$ cat config.mk
export PLATFORM = sky130hd
export DESIGN_NAME = lamp_shutdown_status_regs
export DESIGN_NICKNAME = d
export VERILOG_FILES = /design/src/common/lamp_shutdown_pkg.sv /design/src/hw/lamp_out_timer.sv /design/src/hw/lamp_shutdown_status_regs.sv
export VERILOG_INCLUDE_DIRS = /design/src /design/src/common
export SDC_FILE = /design/constraint.sdc
export NUM_CORES = 1
export LEC_CHECK = 0
export ABC_AREA = 1
export BUFFER_PORTS_ARGS = -buffer_cell sky130_fd_sc_hd__buf_2
export CELL_PAD_IN_SITES_DETAIL_PLACEMENT = 0
export CELL_PAD_IN_SITES_GLOBAL_PLACEMENT = 1
export CORE_MARGIN = 4
export CORE_UTILIZATION = 39
export CTS_CLUSTER_SIZE = 14
export DETAILED_ROUTE_END_ITERATION = 16
export PLACE_DENSITY_LB_ADDON = 0.1
export SETUP_SLACK_MARGIN = 0.05
export SYNTH_ARGS = -nofsm -noshare
export SYNTH_HDL_FRONTEND = slang
export SYNTH_SLANG_ARGS = --single-unit
$ cat constraint.sdc
create_clock -name clock -period 1.8 [get_ports clock]
set_input_delay 0.18 -clock clock [delete_from_list [all_inputs] [get_ports clock]]
set_output_delay 0.18 -clock clock [all_outputs]
set_load 0.1 [all_outputs]
$ cat src/common/lamp_shutdown_cfg.svh
`ifndef LAMP_SHUTDOWN_CFG_SVH
`define LAMP_SHUTDOWN_CFG_SVH

// ==========================================================================
// Command byte decoding.
// ==========================================================================
`define CMD_GROUP_LEGACY_BIT 7
`define CMD_GROUP_HI 7
`define CMD_GROUP_LO 6
`define CMD_GROUP_PACKED 2'h2
`define CMD_GROUP_IDENT 2'h3
`define CMD_SEL_BRIGHT 2'h1
`define CMD_SEL_MODE 2'h2
`define CMD_SEL_PART 2'h3
`define CMD_SEL_REVISION 2'h0

// ==========================================================================
// Field positions.
// ==========================================================================
`define FORCE_OFF_POS 2
`define PIN_HIGH_POS 1
`define PIN_LOW_POS 0
`define LAMP_FAULT_POS 1
`define OVERCURRENT_POS 0

// ==========================================================================
// Reset values and mode read padding.
// ==========================================================================
`define MODE_RESET 3'h1
`define STATUS_RESET 2'h3
`define MODE_PAD_ONES 3'h7

// ==========================================================================
// Timing.
// ==========================================================================
`define LAMP_OUT_TIME_MS 1000
`define CLOCK_FREQ_KHZ 100000

`endif

$ cat src/common/lamp_shutdown_pkg.sv
package lamp_shutdown_pkg;

  typedef enum logic [0:0] {
    WR_IDLE = 1'b0,
    WR_PENDING = 1'b1
  } write_state_t;

endpackage

$ cat src/hw/lamp_out_timer.sv
`timescale 1ns/1ps
`default_nettype none

module lamp_out_timer #(
  parameter int unsigned TIMEOUT_CYCLES = 100000000
) (
  input wire logic clock,
  input wire logic sys_rst,
  input wire logic clk_en,
  input wire logic run,
  output logic expired
);

  localparam int unsigned CW = $clog2(TIMEOUT_CYCLES + 1);

  if (TIMEOUT_CYCLES < 2) begin : g_bad_timeout
    $error("lamp_out_timer: TIMEOUT_CYCLES must be at least 2");
  end

  logic [CW-1:0] count;
  logic [CW-1:0] next_count;
  wire at_end = (count == CW'(TIMEOUT_CYCLES - 1));

  // The count restarts whenever the lamp is not driven or current is seen.
  assign next_count = (!run || at_end) ? '0 : count + CW'(1);

  always_ff @(posedge clock) begin
    if (sys_rst) begin
      count <= '0;
      expired <= 1'b0;
    end else if (clk_en) begin
      count <= next_count;
      expired <= run && at_end;
    end
  end
endmodule

`default_nettype wire

$ cat src/hw/lamp_shutdown_status_regs.sv
// Notes on behaviour
// Clear lamp fault flag after 1 s driven with no lamp current seen.
// Lamp fault flag stays cleared after the lamp-out condition goes away.
// While lamp fault flag is zero, the lamp is forced off.
// Each dimming period end, overcurrent flag becomes not-overcurrent-seen.
// Force-off bit set turns lamp off and sets lamp fault flag.
// Pin high with off-when-pin-high set forces lamp off, sets fault flag.
// Pin low with off-when-pin-low set forces lamp off, sets fault flag.
// Reset sets both status flags to one.
// Status flags are read-only; writes to them are ignored.
// Lamp fault flag is set only by reset or by forcing the lamp off.
// Identification registers return fixed codes and ignore writes.
// Command 0xA9 returns the status flags in reversed bit order.
// Reset loads shutdown mode with 001.
// Written values apply only after stop or repeated start.
// Register access keeps working while the lamp is shut down.
// Lamp runs only with no shutdown condition and lamp fault flag one.
`timescale 1ns/1ps
`default_nettype none
`include "lamp_shutdown_cfg.svh"

module lamp_shutdown_status_regs #(
  parameter int unsigned LAMP_OUT_CYCLES = `LAMP_OUT_TIME_MS * `CLOCK_FREQ_KHZ,
  // Identification values are arbitrary.
  parameter logic [7:0] MAKER_CODE = 8'hA5,
  parameter logic [7:0] PART_CODE = 8'h3C,
  parameter logic [7:0] REVISION_CODE = 8'h01
) (
  input wire logic clock,
  input wire logic sys_rst,
  input wire logic clk_en,
  input wire logic suspend_pin,
  input wire logic lamp_current_sense,
  input wire logic overcurrent_event,
  input wire logic dimming_period_end,
  input wire logic [4:0] bright_code,
  input wire logic [7:0] cmd_byte,
  input wire logic wr_strobe,
  input wire logic [7:0] wr_data,
  input wire logic bus_stop,
  input wire logic bus_abort,
  output logic [7:0] rd_data,
  output logic lamp_enable,
  output logic lamp_fault_flag,
  output logic overcurrent_flag,
  output logic [2:0] shutdown_mode_control
);

  // ========================================================================
  // Pin synchronisers.
  // ========================================================================
  wire [1:0] pin_sync;
  wire [1:0] pin_raw = {suspend_pin, lamp_current_sense};

  // Each bit keeps its own flops, so no vector is written by two processes.
  for (genvar i = 0; i < 2; i++) begin : g_sync
    logic meta;
    logic sync;
    always_ff @(posedge clock) begin
      if (sys_rst) begin
        meta <= 1'b0;
        sync <= 1'b0;
      end else if (clk_en) begin
        meta <= pin_raw[i];
        sync <= meta;
      end
    end
    assign pin_sync[i] = sync;
  end

  wire suspend_sync = pin_sync[1];
  wire sense_sync = pin_sync[0];

  // ========================================================================
  // Shutdown decision.
  // ========================================================================
  wire force_off_bit = shutdown_mode_control[`FORCE_OFF_POS];
  wire off_when_pin_high = shutdown_mode_control[`PIN_HIGH_POS];
  wire off_when_pin_low = shutdown_mode_control[`PIN_LOW_POS];
  wire shut_force = force_off_bit;
  wire shut_high = suspend_sync && off_when_pin_high;
  wire shut_low = !suspend_sync && off_when_pin_low;
  wire shutdown = shut_force || shut_high || shut_low;
  wire next_lamp_enable = !shutdown && lamp_fault_flag;

  // ========================================================================
  // Lamp-out timing and status flags.
  // ========================================================================
  logic lamp_out_expired;
  logic oc_seen;

  lamp_out_timer #(
    .TIMEOUT_CYCLES(LAMP_OUT_CYCLES)
  ) u_lamp_out_timer (
    .clock(clock),
    .sys_rst(sys_rst),
    .clk_en(clk_en),
    .run(lamp_enable && !sense_sync),
    .expired(lamp_out_expired)
  );

  // Forcing the lamp off wins over a lamp-out expiry in the same cycle.
  wire next_lamp_fault = shutdown ? 1'b1 :
                         (lamp_out_expired ? 1'b0 : lamp_fault_flag);
  wire oc_in_period = oc_seen || overcurrent_event;
  wire next_oc_flag = dimming_period_end ? !oc_in_period : overcurrent_flag;
  wire next_oc_seen = dimming_period_end ? 1'b0 : oc_in_period;

  always_ff @(posedge clock) begin
    if (sys_rst) begin
      lamp_fault_flag <= 1'(`STATUS_RESET >> `LAMP_FAULT_POS);
      overcurrent_flag <= 1'b1;
      oc_seen <= 1'b0;
      lamp_enable <= 1'b0;
    end else if (clk_en) begin
      lamp_fault_flag <= next_lamp_fault;
      overcurrent_flag <= next_oc_flag;
      oc_seen <= next_oc_seen;
      lamp_enable <= next_lamp_enable;
    end
  end

  // ========================================================================
  // Register writes, held until the transfer ends.
  // ========================================================================
  lamp_shutdown_pkg::write_state_t wr_state;
  lamp_shutdown_pkg::write_state_t next_wr_state;
  logic [7:0] pend_cmd;
  logic [7:0] pend_data;

  wire pend_is_mode = !pend_cmd[`CMD_GROUP_LEGACY_BIT] &&
                      (pend_cmd[1:0] == `CMD_SEL_MODE);
  // Only the mode field is stored; status bits and identity codes are dropped.
  wire apply_write = (wr_state == lamp_shutdown_pkg::WR_PENDING) && bus_stop;
  wire mode_load = apply_write && pend_is_mode;

  always_comb begin
    case (wr_state)
      lamp_shutdown_pkg::WR_IDLE: begin
        next_wr_state = wr_strobe ? lamp_shutdown_pkg::WR_PENDING
                                  : lamp_shutdown_pkg::WR_IDLE;
      end
      lamp_shutdown_pkg::WR_PENDING: begin
        next_wr_state = (bus_stop || bus_abort) ? lamp_shutdown_pkg::WR_IDLE
                                                : lamp_shutdown_pkg::WR_PENDING;
      end
      default: begin
        next_wr_state = lamp_shutdown_pkg::WR_IDLE;
      end
    endcase
  end

  always_ff @(posedge clock) begin
    if (sys_rst) begin
      wr_state <= lamp_shutdown_pkg::WR_IDLE;
      pend_cmd <= 8'h00;
      pend_data <= 8'h00;
      shutdown_mode_control <= `MODE_RESET;
    end else if (clk_en) begin
      wr_state <= next_wr_state;
      if (wr_strobe) begin
        pend_cmd <= cmd_byte;
        pend_data <= wr_data;
      end
      if (mode_load) begin
        shutdown_mode_control <= pend_data[2:0];
      end
    end
  end

  // ========================================================================
  // Read data selection, independent of lamp state.
  // ========================================================================
  wire [1:0] cmd_group = cmd_byte[`CMD_GROUP_HI:`CMD_GROUP_LO];
  wire [1:0] status_fwd = {lamp_fault_flag, overcurrent_flag};
  wire [1:0] status_rev = {overcurrent_flag, lamp_fault_flag};
  wire [7:0] rd_bright = {3'h0, bright_code};
  wire [7:0] rd_mode = {status_fwd, `MODE_PAD_ONES, shutdown_mode_control};
  wire [7:0] rd_packed = {bright_code, 1'b0, cmd_byte[0] ? status_rev : status_fwd};
  wire [7:0] rd_ident = cmd_byte[0] ? PART_CODE : MAKER_CODE;
  wire [7:0] rd_legacy = (cmd_byte[1:0] == `CMD_SEL_BRIGHT) ? rd_bright :
                         (cmd_byte[1:0] == `CMD_SEL_MODE) ? rd_mode :
                         (cmd_byte[1:0] == `CMD_SEL_PART) ? PART_CODE :
                         REVISION_CODE;
  wire [7:0] next_rd_data = !cmd_byte[`CMD_GROUP_LEGACY_BIT] ? rd_legacy :
                            (cmd_group == `CMD_GROUP_PACKED) ? rd_packed :
                            rd_ident;

  always_ff @(posedge clock) begin
    if (sys_rst) begin
      rd_data <= 8'h00;
    end else if (clk_en) begin
      rd_data <= next_rd_data;
    end
  end
endmodule

`default_nettype wire

# After elaboration in Yosys (flattened, before gate mapping)
# Cells that the tools add are included.
[classes] n_addsub=1 eq_ne=6 muxes=14 bitwise=1 n_reduce_logical=24
[op_table] op="$mux 8" count=5
[op_table] op="$add 27x1->27 const B" count=1
[op_table] op="$eq 27x27->1 const B" count=1
[op_table] op="$mux 27" count=1
[op_table] op="$eq 2x2->1 const B" count=4
[op_table] op="$logic_and 1x1->1" count=8
[op_table] op="$reduce_and 2->1" count=4
[op_table] op="$logic_not 1->1" count=6
[op_table] op="$mux 6" count=1
[op_table] op="$logic_or 1x1->1" count=5
[op_table] op="$mux 1" count=5
[op_table] op="$eq 2x1->1 const B" count=1
[op_table] op="$mux 2" count=1
[op_table] op="$pmux 1 s2" count=1
[op_table] op="$reduce_bool 2->1" count=1
[op_table] op="$not 1->1" count=1
[totals] reg_bits=59 inputBits=31

# Longest topological paths before layout
# Gate-level depths: netlist (run 1).
[logic_depth] depth_word=5 ltp_mapped=11 ltp_nobuf=10

# Hierarchy
# Synthesis (run 1) repeated with hierarchy kept, for this count alone.
[hier_totals] hier_cells=409 area_unflattened_um2=2862.7
[by_module_without_submodules] module="lamp_out_timer" n_inst=1 cells_per_inst=234 area_per_inst_um2=1654.1 seq_area_each_um2=560.5
[by_module_without_submodules] module="lamp_shutdown_status_regs" n_inst=1 cells_per_inst=175 area_per_inst_um2=1208.7 seq_area_each_um2=520.5

# Least setup slack after synthesis (run 1)
# Ideal clock, no wire load.
[synth_timing] path_kind="register to register" startpoint="reg lamp_enable" endpoint="reg u_lamp_out_timer.count[11]" setup_ns=0.064 t_arrival_ns=1.595 required_time_ns=1.736 setup_slack_ns=0.141 path_stages_with_launch=8 n_path_buf=1 synth_period_minus_slack_ns=1.659 cell_sequence="dfxtp_1 -> inv_1 -> nor2_1 -> nand2_1 -> nand2_1 -> nand2_4 -> buf_6 -> nor2_1"
[synth_via] elab_chain_cells=4
[synth_rtl] element="from (decl)" line_no="lamp_shutdown_status_regs.sv:43" rtl="output logic lamp_enable,"
[synth_rtl] element="from (signal assigned)" line_no="lamp_shutdown_status_regs.sv:119" rtl="lamp_enable <= next_lamp_enable;"
[synth_rtl] element="$logic_and 1x1->1" line_no="lamp_shutdown_status_regs.sv:98" rtl=".run(lamp_enable && !sense_sync),"
[synth_rtl] element="$logic_not 1->1" line_no="lamp_out_timer.sv:25" rtl="assign next_count = (!run || at_end) ? '0 : count + CW'(1);"
[synth_rtl] element="$logic_or 1x1->1" line_no="lamp_out_timer.sv:25"
[synth_rtl] element="$mux 27" line_no="lamp_out_timer.sv:25"
[synth_rtl] element="to (signal assigned)" line_no="lamp_out_timer.sv:32" rtl="count <= next_count;"
[synth_rtl] element="to (decl)" line_no="lamp_out_timer.sv:20" rtl="logic [CW-1:0] count;"
# Every way passes these cells.
# A chain may end at the register's enable or synchronous reset.

# Worst setup path in the final report (run 1)
[layout_timing] startpoint="reg u_lamp_out_timer.count[0]" endpoint="reg u_lamp_out_timer.count[20]"
[layout_via] elab_chain_cells=3 word_cells_on_any_way=4 classes_between="add/sub: 1; eq/ne: 1; mux: 1; reduce/logical: 1"
[layout_rtl] element="branches (longest 2 deep; another with $add 27x1->27)"
[layout_rtl] element="$mux 27 *" line_no="lamp_out_timer.sv:25"
# Mark *: on every way between the ends.

==> report_table.html, run 1 <==
<table>
<tr><th>Metric</th><th>Value</th></tr>
<tr><th colspan="2">Timing</th></tr>
<tr><td>Final worst hold slack</td><td>roughly 0.058 ns</td></tr>
<tr><td>Slew at the pin closest to its max-slew limit</td><td>0.498 ns</td></tr>
<tr><td>Final setup violation count</td><td>0</td></tr>
<tr><td>Max-slew violation count</td><td>0</td></tr>
<tr><td>Number of failing hold endpoints at the final stage</td><td>0</td></tr>
<tr><td>Final critical-path share of the clock period</td><td>86.6%</td></tr>
<tr><td>Worst Clk Skew</td><td>0.00724 ns</td></tr>
<tr><td>Timing-limited maximum frequency</td><td>roughly 0.64 GHz</td></tr>
<tr><td>Final critical delay including setup and external delays</td><td>1.56 ns</td></tr>
<tr><td>Setup slack after layout</td><td>0.240 ns</td></tr>
<tr><td>Unrepaired setup endpoints after global routing</td><td>no</td></tr>
<tr><td>Max-Slew Margin vs Limit</td><td>67.0%</td></tr>
<tr><td>Total negative setup slack</td><td>0 ns</td></tr>
<tr><th colspan="2">Layout</th></tr>
<tr><td>Ratio of cells with drive above 1 in the final layout</td><td>14.6%</td></tr>
<tr><td>Final Util</td><td>46.9%</td></tr>
<tr><td>Antenna fix cells</td><td>0</td></tr>
<tr><td>Post-layout nets</td><td>450</td></tr>
<tr><td>Synth-to-Final Area Change</td><td>15.0%</td></tr>
<tr><th colspan="2">Synthesis</th></tr>
<tr><td>Post-Synthesis Net Count</td><td>412</td></tr>
<tr><td>Count of distinct cell types in the synthesized netlist</td><td>29</td></tr>
<tr><td>Cell types with the largest area share after synthesis</td><td>dfxtp_1 41%, nand2_1 11%, nor2_1 10%</td></tr>
<tr><td>Post-Syn Instances</td><td>380</td></tr>
<tr><td>Yosys top cell by area</td><td>dfxtp_1</td></tr>
<tr><td>Synth Register Bits</td><td>54</td></tr>
<tr><td>Part of the Yosys area used for sequential elements</td><td>41.3%</td></tr>
<tr><td>Area share of the largest cell type after synthesis</td><td>41.3%</td></tr>
<tr><td>Cell area after synthesis</td><td>roughly 2600 sq um</td></tr>
<tr><td>Synthesized area divided by synthesized cell count</td><td>6.89 sq um</td></tr>
<tr><td>Yosys warns</td><td>0</td></tr>
<tr><th colspan="2">CTS</th></tr>
<tr><td>CTS root buf</td><td>clkbuf_8</td></tr>
<tr><td>Post-cts hold buffer count</td><td>0</td></tr>
<tr><td>Number of CTS-inserted buffers</td><td>5</td></tr>
<tr><td>Bufs on Longest Clock Path</td><td>2</td></tr>
<tr><td>Resized Gates After CTS</td><td>0</td></tr>
<tr><td>Clock tree from TritonCTS</td><td>yes</td></tr>
<tr><td>Clock-pin transition on the worst setup and hold timing paths</td><td>0.10 ns</td></tr>
<tr><td>Number of setup buffers added after CTS</td><td>0</td></tr>
<tr><td>CTS H-Tree Depth</td><td>2</td></tr>
<tr><td>Clock Sinks</td><td>54</td></tr>
<tr><td>Insertion delay to the later sink of the worst-skew pair</td><td>around 0.31 ns</td></tr>
<tr><th colspan="2">Pwr</th></tr>
<tr><td>Power density relative to cell area</td><td>just under 800 nW/um^2</td></tr>
<tr><td>Worst-case vdd ir drop</td><td>slightly above 0.0005 V</td></tr>
<tr><td>Share of total power in the clock network</td><td>35.0%</td></tr>
<tr><td>Total power draw</td><td>around 2400 uW</td></tr>
<tr><td>Switching power</td><td>670 uW</td></tr>
<tr><td>Sequential cell fraction of total power</td><td>52.3%</td></tr>
<tr><td>Relative contribution of combinational cells to total power</td><td>12.6%</td></tr>
<tr><td>Switching share of power</td><td>28.1%</td></tr>
<tr><td>Cell internal power dissipation</td><td>1720 uW</td></tr>
<tr><td>Static Leak</td><td>0.00119 uW</td></tr>
<tr><th colspan="2">Placement</th></tr>
<tr><td>Final Wtd Congestion</td><td>slightly above 0.8</td></tr>
<tr><td>HPWL reported at the end of detailed placement</td><td>4.64 mm</td></tr>
<tr><td>Worst setup slack after placement</td><td>0.199 ns</td></tr>
<tr><td>Count of buffers from port buffering</td><td>35</td></tr>
<tr><th colspan="2">Critical path</th></tr>
<tr><td>Largest delay contributor family on the critical path</td><td>simple AND/OR/NAND/NOR gates</td></tr>
<tr><td>Critical path fanouts, max</td><td>7</td></tr>
<tr><td>Worst setup path class</td><td>flip-flop to flip-flop</td></tr>
<tr><td>Worst Setup End Kind</td><td>flip-flop</td></tr>
<tr><td>Critical path's slowest cell</td><td>dfxtp_2</td></tr>
<tr><td>Slowest stage delay, CP</td><td>roughly 0.37 ns</td></tr>
<tr><td>Critical path arrival</td><td>1.77 ns</td></tr>
<tr><td>Cells traversed along the worst timing path</td><td>ha_1, nand2_1, nor2_4, nand2_2, nor2_4, nand2_1, xor2_1, nor2_1</td></tr>
<tr><td>CP bufs+invs</td><td>0</td></tr>
<tr><td>Data required time of the worst path</td><td>2.01 ns</td></tr>
<tr><td>Critical Path Source Type</td><td>flip-flop</td></tr>
<tr><th colspan="2">Floorplanning</th></tr>
<tr><td>Die area</td><td>8090 sq um</td></tr>
<tr><td>Core Rows</td><td>29</td></tr>
<tr><td>Die Span Y</td><td>~90 microns</td></tr>
<tr><td>Core box area</td><td>~6400 sq um</td></tr>
<tr><td>Starting Density</td><td>about 41%</td></tr>
<tr><td>X dimension of the die</td><td>89.9 microns</td></tr>
<tr><td>Num ports</td><td>45</td></tr>
<tr><th colspan="2">Detailed routing</th></tr>
<tr><td>Average detailed-routed wire length per instance</td><td>12.5 microns</td></tr>
<tr><td>Number of nets with antenna violations after detailed routing</td><td>0</td></tr>
<tr><td>Count of unresolved DRC violations after routing</td><td>0</td></tr>
<tr><td>Initial detailed-routing violation count</td><td>83</td></tr>
<tr><td>Detailed Route WL</td><td>6.20 mm</td></tr>
<tr><td>Total vias in the final route</td><td>roughly 2400</td></tr>
<tr><td>Average via count per standard cell</td><td>4.94</td></tr>
<tr><td>Router iterations before antenna repair</td><td>4</td></tr>
<tr><th colspan="2">Global route</th></tr>
<tr><td>Largest net degree at the start of global routing</td><td>29</td></tr>
<tr><td>Aggregate global-route resource usage</td><td>15.9%</td></tr>
<tr><td>Vias in the first global route</td><td>2319</td></tr>
<tr><td>First-pass GRT wire length</td><td>10.7 mm</td></tr>
<tr><td>Antenna violations before repair</td><td>0</td></tr>
<tr><td>Global route overflow</td><td>0</td></tr>
<tr><th colspan="2">Flow run</th></tr>
<tr><td>Reported max-cap violation count</td><td>0</td></tr>
<tr><th colspan="2">Outcome</th></tr>
<tr><td>Outcome</td><td>complete, no violations</td></tr>
<tr><th colspan="2">Min path</th></tr>
<tr><td>Type of the most critical hold path</td><td>input pin to flip-flop</td></tr>
</table>
==> through the flow <==
step,instance area [sq um],std cells
floorplan,2620,380
global placement,2880,488
detailed placement,2880,488
CTS,2990,496
global route,3010,496
finish,3010,496
==> state kept, by name, indices dropped and copies added, names as in the netlist <==
| signal | count |
|---|---|
| g_sync.meta | 2 |
| shutdown_mode_control | 3 |
| rd_data | 8 |
| lamp_enable | 1 |
| u_lamp_out_timer.count | 27 |
| oc_seen | 1 |
| pend_cmd | 3 |
| lamp_fault_flag | 1 |
| g_sync.sync | 2 |
| pend_data | 3 |
| overcurrent_flag | 1 |
| wr_state | 1 |
| u_lamp_out_timer.expired | 1 |
==> layer usage <==
layer | track usage [%] | routed length [microns] | vias to the layer above
met4 | 4.21 | 80 | 0
met1 | 19.9 | 2880 | 1098
met5 | 0 | 0 | -
met2 | 27.1 | 2950 | 44
met3 | 4.26 | 291 | 8
li1 | - | - | 1298
==> placed cells by master (no fill, tap or decap), types with 2 or more instances in the layout <==
cell type	n
nor2_1	73
dfxtp_1	52
clkinvlp_4	2
buf_2	35
xnor2_1	3
clkbuf_8	5
nor2_4	6
nor3_1	5
a21oi_1	17
inv_1	41
a31oi_1	5
nand2_1	80
o21ai_0	31
o22ai_1	4
buf_4	5
nand3_1	21
nand4_1	9
dfxtp_2	2
xor2_1	10
nand2_2	2
==> power groups by stage <==
stage,Sequential [uW],Combinational [uW],Clock [uW]
2_1_floorplan,1390,113,0
3_3_place_gp,1280,300,0
3_5_place_dp,1280,301,0
4_1_cts,1250,302,864
5_1_grt,1260,331,923
6_report,1250,302,836
==> synthesized netlist by cell type <==
| library cell | instances |
|---|---|
| nand3_1 | 21 |
| xor2_1 | 10 |
| a211o_1 | 1 |
| xnor2_1 | 3 |
| o311ai_0 | 1 |
| buf_2 | 2 |
| ha_1 | 1 |
| mux2i_1 | 1 |
| o21ai_0 | 31 |
| nor3_1 | 5 |
| inv_1 | 41 |
| o211ai_1 | 1 |
| or2_2 | 1 |
| clkbuf_1 | 5 |
| a31oi_1 | 5 |
| nand2_2 | 2 |
| nor2_4 | 4 |
| nand2_1 | 80 |
| nor2_1 | 73 |
| a32oi_1 | 1 |
| nor2_2 | 2 |
| a21oi_1 | 17 |
| nor3_2 | 1 |
| nand4_1 | 9 |
| o22ai_1 | 4 |
| buf_6 | 2 |
| o31ai_1 | 1 |
| nand2_4 | 1 |
| dfxtp_1 | 54 |
==> cell families (layout without fill, tap and decap cells) <==
kind of cell	count (synthesis)	in the layout	share of synthesized area [%]
AOI/OAI and AO/OA	62	62	12.9
xor gates and xnor gates	13	13	4.35
adders and majority gates	1	1	0.478
buffers and inverters	50	89	7.84
DFF	54	54	41.3
muxes	1	1	0.382
and+or+nand+nor	199	199	32.8
==> layout make-up <==
| cell class | count | area (sq um) |
|---|---|---|
| flip-flops and latches | 54 | 1080 |
| clock buffers | 5 | 68.8 |
| multi-input cells | 276 | 1350 |
| fillers | 691 | 3410 |
| repair buffers | 40 | 213 |
| clock inverters | 3 | 45.0 |
| inverters | 41 | 154 |
| well taps | 77 | 96.3 |
==> path summary, 6_finish.rpt <==
path / startpoint / end / slack, ns / cells after the start
worst max-delay path: u_lamp_out_timer.count[0] / u_lamp_out_timer.count[20] / 0.24 / 8
worst min-delay path: overcurrent_event / overcurrent_flag / 0.06 / 2
worst max register to register: u_lamp_out_timer.count[0] / u_lamp_out_timer.count[20] / 0.24 / 8
worst min register to register: oc_seen / overcurrent_flag / 0.45 / 1
(Power assumes the default switching activity.)
==> run 2, diff against run 1 <==
Settings changed: PLACE_DENSITY set to 0.8, PLACE_DENSITY_LB_ADDON 0.1 to not set.
==> report_table.html, run 2 (synthesis gave the netlist of run 1 again) <==
<table>
<tr><th>Metric</th><th>Value</th></tr>
<tr><th colspan="2">Pwr</th></tr>
<tr><td>Switching share of power</td><td>28.5%</td></tr>
<tr><td>Cell internal power dissipation</td><td>between 1500 and 2000 uW</td></tr>
<tr><td>Share of total power in the clock network</td><td>approximately a third</td></tr>
<tr><td>Worst-case vdd ir drop</td><td>0.000645 V</td></tr>
<tr><td>Static Leak</td><td>0.00121 uW</td></tr>
<tr><td>Relative contribution of combinational cells to total power</td><td>a little over an eighth</td></tr>
<tr><td>Power density relative to cell area</td><td>798 nW/um^2</td></tr>
<tr><td>Switching power</td><td>688 uW</td></tr>
<tr><td>Sequential cell fraction of total power</td><td>51.7%</td></tr>
<tr><th colspan="2">Flow run</th></tr>
<tr><td>Reported max-cap violation count</td><td>0</td></tr>
<tr><th colspan="2">Timing</th></tr>
<tr><td>Timing-limited maximum frequency</td><td>0.618 GHz</td></tr>
<tr><td>Worst Clk Skew</td><td>0.00578 ns</td></tr>
<tr><td>Total negative setup slack</td><td>0 ns</td></tr>
<tr><td>Slew at the pin closest to its max-slew limit</td><td>0.493 ns</td></tr>
<tr><td>Number of failing hold endpoints at the final stage</td><td>0</td></tr>
<tr><td>Unrepaired setup endpoints after global routing</td><td>no</td></tr>
<tr><td>Final critical-path share of the clock period</td><td>89.9%</td></tr>
<tr><td>Final critical delay including setup and external delays</td><td>1.62 ns</td></tr>
<tr><td>Final setup violation count</td><td>0</td></tr>
<tr><td>Max-slew violation count</td><td>0</td></tr>
<tr><td>Max-Slew Margin vs Limit</td><td>67.3%</td></tr>
<tr><th colspan="2">Layout</th></tr>
<tr><td>Ratio of cells with drive above 1 in the final layout</td><td>15.2%</td></tr>
<tr><td>Leading cell types in the layout, fill and taps excluded</td><td>79 x nand2_1, 73 x nor2_1, 52 x dfxtp_1</td></tr>
<tr><td>Antenna fix cells</td><td>0</td></tr>
<tr><td>Number of non-filler instances in the completed layout</td><td>498</td></tr>
<tr><td>Top register by number of flip-flops</td><td>u_lamp_out_timer.count</td></tr>
<tr><td>Post-layout nets</td><td>452</td></tr>
<tr><td>Flip-flop count of the largest register, all copies and words added</td><td>27</td></tr>
<tr><td>Largest regs</td><td>u_lamp_out_timer.count: 27 flops, rd_data: 8 flops</td></tr>
<tr><td>Most frequent standard cell in the layout excluding fill and tap cells</td><td>nand2_1</td></tr>
<tr><td>Synth-to-Final Area Change</td><td>15.7%</td></tr>
<tr><th colspan="2">Global route</th></tr>
<tr><td>Aggregate global-route resource usage</td><td>approximately 15%</td></tr>
<tr><td>Global route overflow</td><td>0</td></tr>
<tr><td>Largest net degree at the start of global routing</td><td>28</td></tr>
<tr><td>First-pass GRT wire length</td><td>roughly 10 mm</td></tr>
<tr><td>Vias in the first global route</td><td>2343</td></tr>
<tr><td>Antenna violations before repair</td><td>0</td></tr>
<tr><th colspan="2">CTS</th></tr>
<tr><td>Clock Sinks</td><td>54</td></tr>
<tr><td>Clock-pin transition on the worst setup and hold timing paths</td><td>0.10 ns</td></tr>
<tr><td>Post-cts hold buffer count</td><td>0</td></tr>
<tr><td>Insertion delay to the later sink of the worst-skew pair</td><td>0.31 ns</td></tr>
<tr><td>CTS H-Tree Depth</td><td>2</td></tr>
<tr><td>CTS root buf</td><td>clkbuf_8</td></tr>
<tr><td>Bufs on Longest Clock Path</td><td>2</td></tr>
<tr><td>Clock tree from TritonCTS</td><td>yes</td></tr>
<tr><td>Number of CTS-inserted buffers</td><td>5</td></tr>
<tr><th colspan="2">Critical path</th></tr>
<tr><td>Largest delay contributor family on the critical path</td><td>simple AND/OR/NAND/NOR gates</td></tr>
<tr><td>Slowest stage delay, CP</td><td>0.38 ns</td></tr>
<tr><td>Critical path depth in cells</td><td>8</td></tr>
<tr><td>Critical path fanouts, max</td><td>7</td></tr>
<tr><td>CP bufs+invs</td><td>1</td></tr>
<tr><td>Critical path's slowest cell</td><td>dfxtp_2</td></tr>
<tr><td>Worst Setup End Kind</td><td>flip-flop</td></tr>
<tr><td>Critical path arrival</td><td>between 1.5 and 2 ns</td></tr>
<tr><td>Data required time of the worst path</td><td>2.02 ns</td></tr>
<tr><td>Critical Path Source Type</td><td>flip-flop</td></tr>
<tr><td>Worst-case reg-to-reg path depth</td><td>8</td></tr>
<tr><td>Cells traversed along the worst timing path</td><td>ha_1, nand2_1, nor2_2, nand2_2, nor2_4, buf_4, xor2_1, nor2_1</td></tr>
<tr><td>Worst setup path class</td><td>flip-flop to flip-flop</td></tr>
<tr><th colspan="2">Outcome</th></tr>
<tr><td>Outcome</td><td>complete, no violations</td></tr>
<tr><th colspan="2">Detailed routing</th></tr>
<tr><td>Initial detailed-routing violation count</td><td>127</td></tr>
<tr><td>Average detailed-routed wire length per instance</td><td>12.7 microns</td></tr>
<tr><td>Count of unresolved DRC violations after routing</td><td>0</td></tr>
<tr><td>Average via count per standard cell</td><td>5.03</td></tr>
<tr><td>Number of nets with antenna violations after detailed routing</td><td>0</td></tr>
<tr><td>Router iterations before antenna repair</td><td>4</td></tr>
<tr><td>Detailed Route WL</td><td>approximately 6.3 mm</td></tr>
<tr><td>Total vias in the final route</td><td>2503</td></tr>
<tr><th colspan="2">Placement</th></tr>
<tr><td>HPWL reported at the end of detailed placement</td><td>around 4.4 mm</td></tr>
<tr><td>Placed Cells incl. Taps</td><td>between 400 and 500</td></tr>
<tr><td>Final Wtd Congestion</td><td>0.820</td></tr>
<tr><td>Count of buffers from port buffering</td><td>35</td></tr>
<tr><th colspan="2">Floorplanning</th></tr>
<tr><td>Die area</td><td>8090 sq um</td></tr>
<tr><td>Core Rows</td><td>29</td></tr>
<tr><td>Starting Density</td><td>around two fifths</td></tr>
<tr><td>Core box area</td><td>6420 sq um</td></tr>
<tr><td>Die Span Y</td><td>89.9 microns</td></tr>
<tr><td>X dimension of the die</td><td>around 90 microns</td></tr>
<tr><td>Num ports</td><td>45</td></tr>
<tr><th colspan="2">Min path</th></tr>
<tr><td>Worst hold stages</td><td>2</td></tr>
<tr><td>Type of the most critical hold path</td><td>input pin to flip-flop</td></tr>
</table>
-- run 2: cell count changes in the layout (fill, tap and decap cells not counted), sizes merged --
cell / change
clkinvlp: -2
nand2: +2
clkinv: +1
inv: +1
-- run 2: layer usage --
metal	vias up	part of all wire [%]	track usage (%)
li1	1314	-	-
met1	1125	49	19.7
met2	59	44	25.8
met3	5	5.9	4.42
met4	0	0.97	3.83
met5	-	0	0
-- run 2: what timing repair did --
action / CTS / global route
setup endpoints to repair: 0 / 27
resized for setup: 0 / 5
setup buffers: 0 / 1
-- run 2: final timing paths --
check	startpoint	end	slack [ns]
max	u_lamp_out_timer.count[0]	u_lamp_out_timer.count[14]	0.18
min	overcurrent_event	overcurrent_flag	0.05
max reg2reg	u_lamp_out_timer.count[0]	u_lamp_out_timer.count[14]	0.18
min reg2reg	oc_seen	overcurrent_flag	0.45
-- run 2: area by class of cell --
type / count / area (sq um)
fillers: 676 / 3390
flip-flops and latches: 54 / 1080
well taps: 77 / 96.3
inverters: 41 / 154
repair buffers: 40 / 213
clock buffers: 5 / 68.8
clock inverters: 3 / 47.5
multi-input cells: 278 / 1370
-- run 2: through the flow --
step	setup WS, ns	hold slack, ns	utilization [%]	total power, uW	cell area [sq um]
after CTS	0.113	0.0427	46.5	2440	2990
after detailed placement	0.134	0.386	44.7	1580	2870
after global placement	0.183	0.385	44.7	1580	2870
after floorplan	0.141	0.249	-	1500	2620
final	0.182	0.0503	47.2	2420	3030
after global routing	0.0562	0.0557	47.2	2530	3030
-- run 2: power groups by stage --
| stage | sequential (uW) | combinational [uW] | clock [uW] |
|---|---|---|---|
| after floorplan | 1390 | 113 | 0 |
| after global placement | 1280 | 299 | 0 |
| after detailed placement | 1280 | 302 | 0 |
| after CTS | 1250 | 302 | 887 |
| after global routing | 1250 | 341 | 933 |
| final | 1250 | 314 | 853 |
==> run 3, diff against run 2 <==
Settings changed: CELL_PAD_IN_SITES_GLOBAL_PLACEMENT 1 to 2, CORE_UTILIZATION 39 to 30.
==> report_table.html, run 3 (synthesis gave the netlist of run 1 again) <==
<table>
<tr><th>Metric</th><th>Value</th></tr>
<tr><th colspan="2">Floorplanning</th></tr>
<tr><td>Die area</td><td>between 10000 and 15000 sq um</td></tr>
<tr><td>Core Rows</td><td>33</td></tr>
<tr><td>Die Span Y</td><td>101 microns</td></tr>
<tr><td>X dimension of the die</td><td>101 microns</td></tr>
<tr><td>Num ports</td><td>45</td></tr>
<tr><td>Starting Density</td><td>31.4%</td></tr>
<tr><td>Core box area</td><td>about 8300 sq um</td></tr>
<tr><th colspan="2">Layout</th></tr>
<tr><td>Ratio of cells with drive above 1 in the final layout</td><td>15.6%</td></tr>
<tr><td>Post-layout nets</td><td>around 450</td></tr>
<tr><td>Antenna fix cells</td><td>0</td></tr>
<tr><td>Final standard cell area without fillers</td><td>3100 sq um</td></tr>
<tr><td>Top register by number of flip-flops</td><td>u_lamp_out_timer.count</td></tr>
<tr><td>Largest regs</td><td>u_lamp_out_timer.count: 27 flops, rd_data: 8 flops</td></tr>
<tr><td>Leading cell types in the layout, fill and taps excluded</td><td>79 x nand2_1, 72 x nor2_1, 53 x dfxtp_1</td></tr>
<tr><td>Synth-to-Final Area Change</td><td>18.3%</td></tr>
<tr><td>Fill cell count</td><td>about 940</td></tr>
<tr><td>Most frequent standard cell in the layout excluding fill and tap cells</td><td>nand2_1</td></tr>
<tr><td>Flip-flop count of the largest register, all copies and words added</td><td>27</td></tr>
<tr><th colspan="2">CTS</th></tr>
<tr><td>Number of setup buffers added after CTS</td><td>0</td></tr>
<tr><td>Insertion delay to the later sink of the worst-skew pair</td><td>0.32 ns</td></tr>
<tr><td>Bufs on Longest Clock Path</td><td>2</td></tr>
<tr><td>Number of CTS-inserted buffers</td><td>5</td></tr>
<tr><td>CTS H-Tree Depth</td><td>2</td></tr>
<tr><td>Clock-pin transition on the worst setup and hold timing paths</td><td>0.11 ns</td></tr>
<tr><td>CTS root buf</td><td>clkbuf_8</td></tr>
<tr><td>Clock tree from TritonCTS</td><td>yes</td></tr>
<tr><td>Clock Sinks</td><td>54</td></tr>
<tr><th colspan="2">Critical path</th></tr>
<tr><td>Worst Setup End Kind</td><td>flip-flop</td></tr>
<tr><td>Critical path fanouts, max</td><td>7</td></tr>
<tr><td>Critical path arrival</td><td>1.77 ns</td></tr>
<tr><td>Critical Path Source Type</td><td>flip-flop</td></tr>
<tr><td>Data required time of the worst path</td><td>2.01 ns</td></tr>
<tr><td>Worst setup path class</td><td>flip-flop to flip-flop</td></tr>
<tr><th colspan="2">Pwr</th></tr>
<tr><td>Power density relative to cell area</td><td>786 nW/um^2</td></tr>
<tr><td>Worst-case vdd ir drop</td><td>a little under 0.0003 V</td></tr>
<tr><td>Static Leak</td><td>0.00123 uW</td></tr>
<tr><th colspan="2">Timing</th></tr>
<tr><td>Max-slew violation count</td><td>0</td></tr>
<tr><td>Max-Slew Margin vs Limit</td><td>66.2%</td></tr>
<tr><td>Number of failing hold endpoints at the final stage</td><td>0</td></tr>
<tr><td>Total negative setup slack</td><td>0 ns</td></tr>
<tr><td>Unrepaired setup endpoints after global routing</td><td>no</td></tr>
<tr><td>Final setup violation count</td><td>0</td></tr>
<tr><td>Worst Clk Skew</td><td>0.00726 ns</td></tr>
<tr><td>Timing-limited maximum frequency</td><td>0.643 GHz</td></tr>
<tr><td>Slew at the pin closest to its max-slew limit</td><td>0.506 ns</td></tr>
<tr><td>Final critical delay including setup and external delays</td><td>1.56 ns</td></tr>
<tr><td>Final critical-path share of the clock period</td><td>between 80% and 90%</td></tr>
<tr><th colspan="2">Global route</th></tr>
<tr><td>Global route overflow</td><td>0</td></tr>
<tr><td>Largest net degree at the start of global routing</td><td>28</td></tr>
<tr><td>Antenna violations before repair</td><td>0</td></tr>
<tr><td>First-pass GRT wire length</td><td>approximately 11 mm</td></tr>
<tr><td>Vias in the first global route</td><td>2330</td></tr>
<tr><td>Aggregate global-route resource usage</td><td>13.1%</td></tr>
<tr><th colspan="2">Placement</th></tr>
<tr><td>Final Wtd Congestion</td><td>between 0.7 and 0.8</td></tr>
<tr><td>HPWL reported at the end of detailed placement</td><td>4.74 mm</td></tr>
<tr><td>Count of buffers from port buffering</td><td>35</td></tr>
<tr><td>Cell Area, Placed</td><td>2920 sq um</td></tr>
<tr><th colspan="2">Detailed routing</th></tr>
<tr><td>Average detailed-routed wire length per instance</td><td>13.0 microns</td></tr>
<tr><td>Count of unresolved DRC violations after routing</td><td>0</td></tr>
<tr><td>Initial detailed-routing violation count</td><td>between 50 and 60</td></tr>
<tr><td>Average via count per standard cell</td><td>4.69</td></tr>
<tr><td>Router iterations before antenna repair</td><td>4</td></tr>
<tr><td>Detailed Route WL</td><td>6.86 mm</td></tr>
<tr><td>Total vias in the final route</td><td>2477</td></tr>
<tr><td>Number of nets with antenna violations after detailed routing</td><td>0</td></tr>
<tr><th colspan="2">Flow run</th></tr>
<tr><td>Reported max-cap violation count</td><td>0</td></tr>
<tr><th colspan="2">Outcome</th></tr>
<tr><td>Outcome</td><td>complete, no violations</td></tr>
<tr><th colspan="2">Min path</th></tr>
<tr><td>Type of the most critical hold path</td><td>input pin to flip-flop</td></tr>
</table>
==> run 3: layout make-up <==
class                      count  area [sq um]  share of cell area [%]
clock inverter                 3          47.5                    1.53
tap                          105           131                    4.24
timing repair buffer          41           220                    7.11
clock buffer                   5          68.8                    2.22
multi-input combinational    279          1400                    45.0
inverter                      41           154                    4.97
sequential                    54          1080                    34.9
==> run 3: final timing paths <==
check / from / end / slack, ns / depth (start not counted)
worst max-delay path: u_lamp_out_timer.count[1] / u_lamp_out_timer.count[20] / 0.24 / 8
worst min-delay path: overcurrent_event / overcurrent_flag / 0.05 / 2
worst max register to register: u_lamp_out_timer.count[1] / u_lamp_out_timer.count[20] / 0.24 / 8
worst min register to register: oc_seen / overcurrent_flag / 0.44 / 1
==> run 3: per-layer routing <==
metal | vias to the layer above | GRT usage, % | share of wire, %
li1 | 1311 | - | -
met1 | 1114 | 17.4 | 49
met2 | 43 | 21.6 | 46
met3 | 9 | 3.10 | 3.6
met4 | 0 | 3.37 | 1.0
met5 | - | 0 | 0
==> run 3: stage by stage <==
stage	utilization, %	hold slack, ns	worst slack [ns]	cells	total power, uW
detailed placement	35.0	0.389	0.148	517	1580
finish	37.2	0.0538	0.245	528	2440
CTS	36.4	0.0395	0.126	525	2460
global placement	35.0	0.386	0.189	517	1580
floorplan	-	0.249	0.141	380	1500
global route	37.2	0.0344	0.0968	528	2550
==> run 3: worst max-delay path: stages, from the launching register on <==
cell	delay, ns
dfxtp_2	0.37
ha_1	0.16
nand2_1	0.11
nor2_4	0.14
nand2_2	0.14
nor2_4	0.23
nand2_1	0.09
xor2_1	0.14
nor2_1	0.06
==> run 3: power breakdown <==
part / switching [uW] / total (uW) / internal (uW) / leakage [uW]
clock network: 440 / 863 / 423 / 0.0000587
registers: 18.4 / 1250 / 1230 / 0.000440
logic: 245 / 324 / 79.0 / 0.000727
==> run 3: repair_timing <==
action	CTS	global route
endpoints found under the setup margin	0	27
hold buffers	0	0
gates resized for setup	0	8
